==> config.mk <==
export PLATFORM = sky130hd
export DESIGN_NAME = hcl_core
export DESIGN_NICKNAME = d
export VERILOG_FILES = /design/src/hcl_pkg.sv /design/src/hcl_sync2.sv /design/src/hcl_strap_hold.sv /design/src/hcl_core.sv
export VERILOG_INCLUDE_DIRS = /design/src
export SDC_FILE = /design/constraint.sdc
export NUM_CORES = 1
export LEC_CHECK = 0
export ABC_AREA = 1
export BUFFER_PORTS_ARGS = -buffer_cell sky130_fd_sc_hd__buf_2
export CORE_MARGIN = 1.5
export CORE_UTILIZATION = 30
export DETAILED_ROUTE_END_ITERATION = 10
export SYNTH_ARGS = -nofsm -noshare
export SYNTH_HDL_FRONTEND = slang
export SYNTH_SLANG_ARGS = --single-unit
==> constraint.sdc <==
create_clock -name mclk -period 2.1 [get_ports mclk]
set_input_delay 0.315 -clock mclk [delete_from_list [all_inputs] [get_ports mclk]]
set_output_delay 0.315 -clock mclk [all_outputs]
set_load 0.02 [all_outputs]
==> src/hcl_defines.svh <==
// Constants of the hiccup limit and configuration latch block.
// Assumes inclusion by bare name from files that need offsets or counts.
`ifndef HCL_DEFINES_SVH
`define HCL_DEFINES_SVH
// Register byte offsets
`define HCL_OFS_CTRL 5'h00
`define HCL_OFS_STAT 5'h04
`define HCL_OFS_CFG 5'h08
`define HCL_OFS_CNT 5'h0c
`define HCL_OFS_OFF 5'h10
// Control fields
`define HCL_CTRL_SYNC 0
`define HCL_CTRL_HOLD 1
`define HCL_CTRL_RST 2'h0
// Feedback strap codes
`define HCL_FB_SHORT 2'h0
`define HCL_FB_R24K9 2'h1
`define HCL_FB_R49K9 2'h2
`define HCL_FB_DIV 2'h3
// Mode strap codes
`define HCL_MD_SA 3'h0
`define HCL_MD_SA_SS 3'h1
`define HCL_MD_PRI 3'h2
`define HCL_MD_PRI_SS 3'h3
`define HCL_MD_SEC 3'h4
// Timing
`define HCL_MCLK_NS 50
`define HCL_SS_TIME_NS 2800000
`define HCL_HIC_LAST 9'h1ff
`define HCL_CLEAN_LAST 2'h3
`define HCL_OCP_EVENTS 5'h10
`define HCL_OFF_LAST 14'h3fff
`endif

==> src/hcl_pkg.sv <==
// Types shared by the hiccup limit and configuration latch block.
// Assumes nothing beyond a SystemVerilog compiler.
package hcl_pkg;
    // Sequencer states, one-hot
    typedef enum logic [4:0] {
        ST_OFF = 5'h01,
        ST_LATCH = 5'h02,
        ST_SOFT = 5'h04,
        ST_RUN = 5'h08,
        ST_HIC = 5'h10
    } hcl_state_t;
    typedef enum logic [1:0] {
        ROLE_ALONE = 2'h0,
        ROLE_PRI = 2'h1,
        ROLE_SEC = 2'h2
    } hcl_role_t;
    // Latched configuration as seen by the analog side
    typedef struct packed {
        logic [1:0] vout_sel;
        logic bias_8v;
        logic int_comp;
        hcl_role_t role;
        logic ss_mod;
    } hcl_cfg_t;
endpackage

==> src/hcl_sync2.sv <==
// Two-flop synchroniser bank for the asynchronous analog flags.
// Assumes inputs change without regard to mclk.
`timescale 1ns/10ps
module hcl_sync2 import hcl_pkg::*; #(
    parameter int W = 1
) (
    // Clock and reset
    input wire logic mclk,
    input wire logic sys_rst,
    // Data
    input wire logic [W-1:0] d,
    output logic [W-1:0] q
);
    logic [W-1:0] meta_r;
    // One pair of flops per bit; first stage read only by the second
    genvar i;
    generate
        for (i = 0; i < W; i++) begin : g_bit
            always_ff @(posedge mclk) begin
                if (sys_rst) begin
                    meta_r[i] <= 1'b0;
                    q[i] <= 1'b0;
                end else begin
                    meta_r[i] <= d[i];
                    q[i] <= meta_r[i];
                end
            end
        end
    endgenerate
endmodule

==> src/hcl_strap_hold.sv <==
// Holds one strap code from a single capture until cleared.
// Assumes the code input is already synchronised to mclk.
`timescale 1ns/10ps
module hcl_strap_hold import hcl_pkg::*; #(
    parameter int W = 2
) (
    // Clock and reset
    input wire logic mclk,
    input wire logic sys_rst,
    // Control
    input wire logic clr,
    input wire logic cap,
    // Data
    input wire logic [W-1:0] d,
    output logic [W-1:0] q,
    output logic held
);
    // Only the first capture after a clear counts
    always_ff @(posedge mclk) begin
        if (sys_rst || clr) begin
            q <= '0;
            held <= 1'b0;
        end else if (cap && !held) begin
            q <= d;
            held <= 1'b1;
        end
    end
endmodule

==> src/hcl_core.sv <==
// Supervision core: strap latching, sequencing and overcurrent hiccup.
// Assumes analog comparators and strap detectors arrive asynchronously
// and an Avalon-MM master on mclk reaches the registers.
//
// The implementer's own choices: the register addresses and the Avalon-MM interface to the registers.
`timescale 1ns/10ps
`include "hcl_defines.svh"

module hcl_core import hcl_pkg::*; #(
    parameter int SS_CYC = `HCL_SS_TIME_NS / `HCL_MCLK_NS
) (
    // Clock and reset
    input wire logic mclk,
    input wire logic sys_rst,
    // Avalon-MM slave
    input wire logic [4:0] address,
    input wire logic read,
    input wire logic write,
    input wire logic [3:0] byteenable,
    input wire logic [31:0] writedata,
    output logic [31:0] readdata,
    output logic waitrequest,
    // Analog flags and strap detector codes
    input wire logic en_pin,
    input wire logic vcc_ok,
    input wire logic osc_clk,
    input wire logic shunt_sense_plus_trip,
    input wire logic feedback_pin_above_400mv,
    input wire logic ton_below_min,
    input wire logic pgood_raw,
    input wire logic [1:0] feedback_pin_code,
    input wire logic compensation_node_pin_100k,
    input wire logic [2:0] mode_code,
    // Drive and supervision outputs
    output hcl_cfg_t cfg,
    output logic hs_drive_en,
    output logic ls_drive_en,
    output logic hs_pulse_kill,
    output logic pulse_skip,
    output logic ss_pull_low,
    output logic ss_clamp_en,
    output logic ext_sync_en,
    output logic ea_oe_n,
    output logic power_good_output,
    output logic power_good_output_oe_n
);
    hcl_state_t state_r, state_nxt;
    logic [12:0] s_in, s_q;
    logic en_s, vcc_s, osc_s, cs_s, fb4_s, ton_s, pg_s;
    logic [1:0] fb_code_s;
    logic comp_s;
    logic [2:0] md_code_s;
    logic osc_d_r, tick, trip_cyc_r, trip_now;
    logic [16:0] ss_cnt_r;
    logic [8:0] hic_cnt_r;
    logic [1:0] clean_cnt_r;
    logic [4:0] ocp_cnt_r;
    logic [13:0] off_cnt_r;
    logic fb_ok_r, hic_act, hic_full, hic_trip;
    logic [1:0] ctrl_r;
    logic run_en, cap;
    logic [1:0] fb_q, md_role_q;
    logic [2:0] md_q;
    logic comp_q, fb_held, md_held;
    hcl_cfg_t cfg_nxt;
    logic req, acc, wr_ctrl;
    logic [31:0] rd_nxt;

    // Every analog flag and strap code crosses here first
    assign s_in = {mode_code, compensation_node_pin_100k, feedback_pin_code,
                   pgood_raw, ton_below_min, feedback_pin_above_400mv,
                   shunt_sense_plus_trip, osc_clk, vcc_ok, en_pin};
    hcl_sync2 #(.W(13)) u_sync (
        .mclk(mclk),
        .sys_rst(sys_rst),
        .d(s_in),
        .q(s_q)
    );
    assign {md_code_s, comp_s, fb_code_s, pg_s, ton_s, fb4_s, cs_s, osc_s,
            vcc_s, en_s} = s_q;

    // Feedback strap decode: all four codes are legal
    function automatic logic [2:0] fb_decode(input logic [1:0] c);
        unique case (c)
            `HCL_FB_SHORT: fb_decode = {`HCL_FB_SHORT, 1'b0};
            `HCL_FB_R24K9: fb_decode = {`HCL_FB_R24K9, 1'b0};
            `HCL_FB_R49K9: fb_decode = {`HCL_FB_R49K9, 1'b1};
            default: fb_decode = {`HCL_FB_DIV, 1'b1};
        endcase
    endfunction

    // Mode strap decode; unknown codes fall to standalone, no spreading
    function automatic logic [2:0] md_decode(input logic [2:0] c);
        unique case (c)
            `HCL_MD_SA_SS: md_decode = {ROLE_ALONE, 1'b1};
            `HCL_MD_PRI: md_decode = {ROLE_PRI, 1'b0};
            `HCL_MD_PRI_SS: md_decode = {ROLE_PRI, 1'b1};
            `HCL_MD_SEC: md_decode = {ROLE_SEC, 1'b0};
            default: md_decode = {ROLE_ALONE, 1'b0};
        endcase
    endfunction

    // Software hold acts like enable low, so it also relatches the mode
    assign run_en = en_s && vcc_s && !ctrl_r[`HCL_CTRL_HOLD];
    assign cap = (state_r == ST_LATCH);

    // Feedback strap clears only with supply reset
    hcl_strap_hold #(.W(2)) u_fb_hold (
        .mclk(mclk),
        .sys_rst(sys_rst),
        .clr(1'b0),
        .cap(cap),
        .d(fb_code_s),
        .q(fb_q),
        .held(fb_held)
    );
    // Compensation clears only once the bias rail has collapsed
    hcl_strap_hold #(.W(1)) u_comp_hold (
        .mclk(mclk),
        .sys_rst(sys_rst),
        .clr(!vcc_s),
        .cap(cap),
        .d(comp_s),
        .q(comp_q),
        .held()
    );
    // Mode strap relatches after an enable toggle
    hcl_strap_hold #(.W(3)) u_md_hold (
        .mclk(mclk),
        .sys_rst(sys_rst),
        .clr(state_r == ST_OFF),
        .cap(cap),
        .d(md_code_s),
        .q(md_q),
        .held(md_held)
    );

    // Configuration seen by the power stage
    assign {cfg_nxt.vout_sel, cfg_nxt.bias_8v} = fb_decode(fb_q);
    assign cfg_nxt.int_comp = comp_q;
    assign {md_role_q, cfg_nxt.ss_mod} = md_decode(md_q);
    assign cfg_nxt.role = hcl_role_t'(md_role_q);

    // One tick per switching-oscillator rising edge
    assign tick = osc_s && !osc_d_r;
    assign trip_now = trip_cyc_r || cs_s;

    // Hiccup watches only after soft-start and feedback above 0.4 V
    assign hic_act = (state_r == ST_RUN) && fb_ok_r;
    assign hic_trip = hic_act && tick && trip_now;
    assign hic_full = hic_trip && (hic_cnt_r == `HCL_HIC_LAST);

    // Sequencer next state
    always_comb begin
        state_nxt = state_r;
        unique case (state_r)
            ST_OFF: if (run_en) state_nxt = ST_LATCH;
            ST_LATCH: state_nxt = ST_SOFT;
            ST_SOFT: if (ss_cnt_r == 17'(SS_CYC - 1)) state_nxt = ST_RUN;
            ST_RUN: if (hic_full && !fb4_s) state_nxt = ST_HIC;
            ST_HIC: if (tick && off_cnt_r == `HCL_OFF_LAST) begin
                state_nxt = ST_SOFT;
            end
            default: state_nxt = ST_OFF;
        endcase
        if (!run_en) state_nxt = ST_OFF;
    end

    // State and soft-start timer
    always_ff @(posedge mclk) begin
        if (sys_rst) begin
            state_r <= ST_OFF;
            ss_cnt_r <= '0;
        end else begin
            state_r <= state_nxt;
            ss_cnt_r <= (state_r == ST_SOFT) ? ss_cnt_r + 17'h1 : '0;
        end
    end

    // Trip kept up to its closing tick; carrying it past would count it twice
    always_ff @(posedge mclk) begin
        if (sys_rst) begin
            osc_d_r <= 1'b0;
            trip_cyc_r <= 1'b0;
        end else begin
            osc_d_r <= osc_s;
            trip_cyc_r <= !tick && (cs_s || trip_cyc_r);
        end
    end

    // Feedback-good flag rearms at every soft-start
    always_ff @(posedge mclk) begin
        if (sys_rst || state_r != ST_RUN) fb_ok_r <= 1'b0;
        else if (fb4_s) fb_ok_r <= 1'b1;
    end

    // Hiccup and clean-cycle counters
    always_ff @(posedge mclk) begin
        if (sys_rst || !hic_act) begin
            hic_cnt_r <= '0;
            clean_cnt_r <= '0;
        end else if (tick && trip_now) begin
            hic_cnt_r <= hic_cnt_r + 9'h1; // wraps to zero
            clean_cnt_r <= '0;
        end else if (tick) begin
            clean_cnt_r <= clean_cnt_r + 2'h1;
            if (clean_cnt_r == `HCL_CLEAN_LAST) hic_cnt_r <= '0;
        end
    end

    // Overcurrent events saturate at the clamp threshold
    always_ff @(posedge mclk) begin
        if (sys_rst || state_r == ST_OFF) ocp_cnt_r <= '0;
        else if (tick && trip_now && ocp_cnt_r != `HCL_OCP_EVENTS) begin
            ocp_cnt_r <= ocp_cnt_r + 5'h1;
        end
    end

    // Off timer runs only while stopped
    always_ff @(posedge mclk) begin
        if (sys_rst || state_r != ST_HIC) off_cnt_r <= '0;
        else if (tick) off_cnt_r <= off_cnt_r + 14'h1;
    end

    // Drive and supervision outputs, all registered
    always_ff @(posedge mclk) begin
        if (sys_rst) begin
            cfg <= '0;
            hs_drive_en <= 1'b0;
            ls_drive_en <= 1'b0;
            hs_pulse_kill <= 1'b0;
            pulse_skip <= 1'b0;
            ss_pull_low <= 1'b1;
            ss_clamp_en <= 1'b0;
            ext_sync_en <= 1'b0;
            ea_oe_n <= 1'b1;
            power_good_output <= 1'b0;
            power_good_output_oe_n <= 1'b0;
        end else begin
            cfg <= cfg_nxt;
            hs_drive_en <= (state_nxt == ST_SOFT) || (state_nxt == ST_RUN);
            ls_drive_en <= (state_nxt == ST_SOFT) || (state_nxt == ST_RUN);
            hs_pulse_kill <= cs_s;
            pulse_skip <= ton_s;
            ss_pull_low <= !((state_nxt == ST_SOFT) || (state_nxt == ST_RUN));
            ss_clamp_en <= (ocp_cnt_r == `HCL_OCP_EVENTS) && cs_s;
            ext_sync_en <= ctrl_r[`HCL_CTRL_SYNC] && !cfg_nxt.ss_mod && !cfg.ss_mod;
            ea_oe_n <= (cfg_nxt.role == ROLE_SEC) || !md_held;
            // Primary: pushes the inverted oscillator, three mclk after osc_clk
            if (cfg_nxt.role == ROLE_PRI) begin
                power_good_output <= !osc_s;
                power_good_output_oe_n <= 1'b0;
            end else begin
                power_good_output <= 1'b0;
                power_good_output_oe_n <= pg_s && (state_r == ST_RUN);
            end
        end
    end

    // Avalon slave: one wait cycle, then the answer
    assign req = read || write;
    assign acc = req && !waitrequest;
    assign wr_ctrl = acc && write && address == `HCL_OFS_CTRL && byteenable[0];

    // Read mux; unmapped addresses read zero
    always_comb begin
        rd_nxt = '0;
        unique case (address)
            `HCL_OFS_CTRL: rd_nxt[1:0] = ctrl_r;
            `HCL_OFS_STAT: rd_nxt[10:0] = {ss_clamp_en, fb_ok_r, ss_pull_low,
                                           hs_drive_en, fb_held, md_held,
                                           state_r};
            `HCL_OFS_CFG: rd_nxt[6:0] = cfg;
            `HCL_OFS_CNT: rd_nxt[15:0] = {ocp_cnt_r, clean_cnt_r, hic_cnt_r};
            `HCL_OFS_OFF: rd_nxt[13:0] = off_cnt_r;
            default: rd_nxt = '0;
        endcase
    end

    // Bus handshake and control register
    always_ff @(posedge mclk) begin
        if (sys_rst) begin
            waitrequest <= 1'b1;
            readdata <= '0;
            ctrl_r <= `HCL_CTRL_RST;
        end else begin
            waitrequest <= !(req && waitrequest);
            if (req && waitrequest) readdata <= read ? rd_nxt : '0;
            if (wr_ctrl) ctrl_r <= writedata[1:0];
        end
    end
endmodule

=== Yosys cells after proc, flatten, opt, wreduce, memory -nomap -nowiden ===
Index checks and enable logic that the tools add are counted.

* Bitwise gates (word level): 2
* $add $sub $neg: 5
* Multiplexer cells: 16
* Reductions and logical operators: 57
* Equal/unequal tests: 27

{| class="wikitable"
|+ Operators by type and width
! cell !! number
|-
| two-way mux 9 bit || 3
|-
| case mux 5 bit (5 select lines) || 1
|-
| logical AND 1 bit || 24
|-
| equality test 5 x 4 -> 1 bit (second input constant) || 4
|-
| two-way mux 5 bit || 4
|-
| case mux 5 bit (4 select lines) || 1
|-
| adder 17 x 1 -> 17 bit (second input constant) || 1
|-
| equality test 17 x 16 -> 1 bit (second input constant) || 1
|-
| two-way mux 16 bit || 1
|-
| equality test 5 x 3 -> 1 bit (second input constant) || 3
|-
| equality test 5 bit (second input constant) || 3
|-
| logical NOT 1 bit || 15
|-
| adder 14 x 1 -> 14 bit (second input constant) || 1
|-
| equality test 14 bit (second input constant) || 1
|-
| case mux 3 bit (4 select lines) || 1
|-
| case mux 4 bit (3 select lines) || 1
|-
| != test 5 bit (second input constant) || 2
|-
| case mux 2 bit (5 select lines) || 1
|-
| adder 9 x 1 -> 9 bit (second input constant) || 1
|-
| equality test 9 bit (second input constant) || 1
|-
| logical OR 1 bit || 9
|-
| case mux 3 bit (3 select lines) || 1
|-
| OR reduction 2 bit || 4
|-
| equality test 2 bit (second input constant) || 3
|-
| other kinds (16) || 20
|}

* Flip-flop bits (word level): 141
* Output and inout bits: 50
* Input bits: 58

=== Depth between registers and ports, before layout ===
* Word-level depth: 12
* Depth in mapped cells: 12
* Mapped depth without buffers: 12

=== Modules after synthesis ===
A second synthesis with hierarchy kept.

* Cell total of the unflattened synthesis: 750
* Area, all modules: 5547.8 um^2

{| class="wikitable"
|+ By module, submodules not included
! module !! area each (um^2) !! cells an instance !! instances
|-
| hcl_core || 4421.7 || 617 || 1
|-
| hcl_sync2 || 752.0 || 81 || 1
|-
| hcl_strap_hold at u_md_hold || 165.2 || 24 || 1
|-
| hcl_strap_hold at u_fb_hold || 125.1 || 18 || 1
|-
| hcl_strap_hold at u_comp_hold || 83.8 || 10 || 1
|}

=== Worst setup path before layout ===
Ideal clock, no wire load.

* Path kind: flip-flop to flip-flop
* Start: reg hic_cnt_r[0]
* End: reg ls_drive_en
* Path slack: 0.489 ns
* Period minus slack after synthesis: 1.611 ns
* Library setup time: 0.112 ns
* Stages on the path, launching flop included: 12
* Arrival time: 1.499 ns
* Data required time: 1.988 ns
* Path through: dfxtp_1 -> ha_1 -> nand2_1 -> nor2_1 -> nand2_1 -> nor3_1 -> ha_1 -> inv_1 -> nor3_1 -> nand2_1 -> nand4_1 -> nor2_1

* Longest elaborated chain between the ends: 8
* Elaborated cells between the ends (all ways): 9
* Classes of those cells: eq/ne (3); mux (3); reduce/logical (3)

{| class="wikitable"
|+ Ends and longest elaborated chain
! what !! RTL line !! source
|-
| start, declared || hcl_core.sv:55 || <nowiki>logic [8:0] hic_cnt_r;</nowiki>
|-
| start signal, assigned || hcl_core.sv:203 || <nowiki>hic_cnt_r <= hic_cnt_r + 9'h1;</nowiki>
|-
| equality test 9 bit (no line) * || - ||
|-
| logical AND 1 bit * || hcl_core.sv:151 || <nowiki>assign hic_full = hic_trip && (hic_cnt_r == `HCL_HIC_LAST);</nowiki>
|-
| logical AND 1 bit * || hcl_core.sv:160 || <nowiki>ST_RUN: if (hic_full && !fb4_s) state_nxt = ST_HIC;</nowiki>
|-
| two-way mux 5 bit * || hcl_core.sv:160 ||
|-
| case mux 5 bit (5 select lines) * || hcl_core.sv:156 || <nowiki>unique case (state_r)</nowiki>
|-
| two-way mux 5 bit * || hcl_core.sv:166 || <nowiki>if (!run_en) state_nxt = ST_OFF;</nowiki>
|-
| equality test 5 x 3 -> 1 bit or equality test 5 x 4 -> 1 bit (tied branches) || hcl_core.sv:242 || <nowiki>ls_drive_en <= (state_nxt == ST_SOFT) || (state_nxt == ST_RUN);</nowiki>
|-
| logical OR 1 bit * || hcl_core.sv:242 ||
|-
| end signal, assigned || hcl_core.sv:242 ||
|-
| end, declared || hcl_core.sv:37 || <nowiki>output logic ls_drive_en,</nowiki>
|}

Every way passes the cells marked *; elsewhere a longest branch is shown, timed or not.
A chain may end at the register's enable or synchronous reset.

=== Final worst setup path ===
* Start: reg hic_cnt_r[1]
* End: reg ls_drive_en

The elaborated chain is that of the path after synthesis.

==> summary.md <==
| Metric | Value |
|---|---|
| Crit path from | `hic_cnt_r[1]` |
| CTS tree | `yes` |
| Post-synth EDFFs | `0` |
| Sequential area share after synthesis | `0.451` |
| DIE AREA | `19,200 µm²` |
| Hold Crit Class | `in2reg` |
| CP required | `2.41 ns` |
| Post-layout nets | `874` |
| Combinational power share | `0.035` |
| WL per Instance | `11.9 µm` |
| Worst-path clk slew | `0.06 ns` |
| Vias/cell | `4.49` |
| CTS Sinks | `124` |
| Mux contribution to synthesized area | `0` |
| ANT cells | `0` |
| Floorplan row count | `49` |
| DRC | `0` |
| Tot Pwr | `5.66 mW` |
| Post-Syn Area per Cell | `7.40 µm²` |
| Final core utilization | `0.366` |
| DP Wirelength | `9360 µm` |
| Worst VDD drop | `0.755 mV` |
| Ports | `108` |
| Compound-gate portion of the synthesized area | `0.102` |
| H-tree depth | `4` |
| Adder-cell share of the synthesized area | `0.0159` |
| Reported max-cap violation count | `0` |
| Number of global-route vias before repair | `4,197` |
| Setup TNS | `0 ns` |
| Leak | `2.76 nW` |
| Die X | `138 µm` |
| Post-Synth Simple-Gate Area | `0.308` |
| Initial Utilization | `0.306` |
| Warnings, synthesis | `0` |
| Pwr/cell area | `860 nW/µm²` |
| Die height | `138 µm` |
| Status | `finished clean` |
| Synthesized cell area | `5500 µm²` |
| Sw Pwr | `1.25 mW` |
| Area Overhead vs Synth | `19.7%` |
| Post-synthesis cell count | `743` |
| Critical path peak fanout | `5` |
| Cell Int Power | `4.42 mW` |
| Critical Path End Type | `flop` |
| Crit path launch type | `flop` |
| Slew Viols, Final | `0` |
| Sw Ratio | `0.220` |
| Worst-Skew Late Latency | `0.42 ns` |
| Setup CP Type | `reg2reg` |
| Post-Place Cells | `1,019` |
| Layout Cells excl Fill | `1,050` |
| Buffers on Ports | `58` |
| Pin count of the biggest net entering global routing | `42` |
| Hold Crit Start | `mode_code[2]` |
| RSZ-0062 raised after global routing | `no` |
| Largest family of logic cells by synthesized area | `simple AND/OR/NAND/NOR gates` |
| Setup Skew | `0.0105 ns` |
| WP data arrival | `2.05 ns` |
| Minimum clock period | `1.74 ns` |
| Achievable frequency | `574 MHz` |
| Gr usage total | `0.136` |
| Ys async rst share | `0` |
| Final setup violation count | `0` |
| Global-route wire length before repair | `20,900 µm` |
| Num CTS Buffers | `17` |
| Sequential power share | `0.422` |
| Most common flop cell mapped by yosys | `dfxtp_1` |
| Register bit total from synthesis | `124` |
| Initial DRC count | `288` |
| DP Worst Slack | `0.288 ns` |
| DR pass1 iterations | `5` |
| R2r setup slk | `0.36 ns` |
| GP Congestion | `0.838` |
| RR Startpoint | `hic_cnt_r[1]` |
| Root buf cell | `clkbuf_16` |
| Vias | `4,714` |
| Clock buffer depth | `2` |
| Share of layout cells above drive strength 1 | `0.167` |
| Crit path setup slack, layout | `0.358 ns` |
| Routed Antenna Nets | `0` |
| WL final | `12,500 µm` |
| Post-synthesis xor/xnor area fraction | `0.00637` |
| Final Hold Viols | `0` |
| Initial antenna violation count | `0` |
| Final Cycle Share | `0.830` |
| Core area | `18,000 µm²` |
| Yosys cell types | `44` |
| Clock power share | `0.543` |
| Gr ovfl total | `0` |
[worst max-delay path: stages, from the launching register on]
cell,delay [ns]
dfxtp_2,0.37
ha_1,0.16
nand2_1,0.08
nor2_1,0.14
nand2_1,0.08
nor3_1,0.15
ha_1,0.19
inv_1,0.04
nor3_1,0.15
nand2_1,0.12
nand4_1,0.10
nor2_1,0.05
[per-layer routing]
metal,vias to the layer above,global-route usage,routed length [µm],part of all wire
li1,2492,-,-,-
met1,2106,0.184,6160,0.49
met2,100,0.203,5550,0.44
met3,16,0.0423,596,0.048
met4,0,0.0521,198,0.016
met5,-,0,0,0
[cell families (layout without fill, tap and decap cells)]
| kind of cell | count (synthesis) | in the layout |
|---|---|---|
| buf+inv | 141 | 204 |
| fa+ha+maj | 7 | 7 |
| simple gates | 361 | 361 |
| flops | 124 | 124 |
| compound gates | 105 | 105 |
| other cells | 1 | 16 |
| xor+xnor | 4 | 4 |
[Yosys cell counts, drive strengths merged, types with 2 or more instances]
| master | instances | area, µm² |
|---|---|---|
| nand2 | 147 | 569 |
| dfxtp | 124 | 2480 |
| nor2 | 109 | 479 |
| inv | 107 | 409 |
| a21oi | 53 | 273 |
| o21ai | 44 | 228 |
| nand3 | 40 | 220 |
| buf | 28 | 205 |
| nand4 | 28 | 196 |
| nor3 | 25 | 146 |
| ha | 7 | 87.6 |
| or2 | 7 | 43.8 |
| clkbuf | 5 | 18.8 |
| o21bai | 4 | 30.0 |
| nor3b | 3 | 22.5 |
| xnor2 | 3 | 26.3 |
| a211oi | 2 | 15.0 |
[area by class of cell]
cell class | instances | area (µm²)
inverter | 108 | 414
clock buffer | 17 | 425
sequential | 124 | 2480
multi-input combinational | 493 | 2440
clock inverter | 14 | 194
tap | 229 | 287
timing repair buffer | 65 | 343
fill | 1891 | 11400
[sequential cells by signal (all words and copies together) (netlist names), 5 cells and up]
signal / cells
u_sync.q: 13
off_cnt_r: 14
readdata: 16
cfg: 6
ss_cnt_r: 17
ocp_cnt_r: 5
u_sync.meta_r: 13
hic_cnt_r: 9
state_r: 5
[stage by stage]
| step | hold WS, ns | instance area (µm²) |
|---|---|---|
| after detailed placement | 0.395 | 5960 |
| after CTS | 0.0833 | 6580 |
| after global placement | 0.390 | 5960 |
| after floorplan | 0.388 | 5560 |
| final | 0.0915 | 6580 |
| after global routing | 0.0866 | 6580 |
[repair_timing]
item	4_1_cts	5_1_grt
resized for setup	0	1
endpoints found under the setup margin	0	2
buffers inserted	0	0
hold buffers	0	0
[final timing paths]
kind | endpoint | cells after the start
worst min register to register | u_sync.q[11] | 2
worst max-delay path | ls_drive_en | 11
worst max register to register | ls_drive_en | 11
worst min-delay path | u_sync.meta_r[12] | 3
[cell usage in the layout, fill, tap and decap left out, types with 6 or more instances in the layout]
cell type	n
nor3_1	22
ha_1	7
buf_2	58
o21ai_1	11
buf_4	7
nor2_1	98
inv_2	6
nand4_1	26
conb_1	16
o21ai_0	31
nand3_1	36
inv_1	99
nand2_1	142
dfxtp_1	123
a21oi_1	51
clkbuf_16	17
nor2_2	6
[power groups by stage]
stage	combinational (mW)	sequential (mW)	clock (mW)
finish	0.199	2.39	3.07
global placement	0.198	2.44	0
CTS	0.200	2.39	3.12
floorplan	0.162	2.44	0
detailed placement	0.199	2.44	0
global route	0.221	2.39	3.25
(Power assumes the default switching activity.)
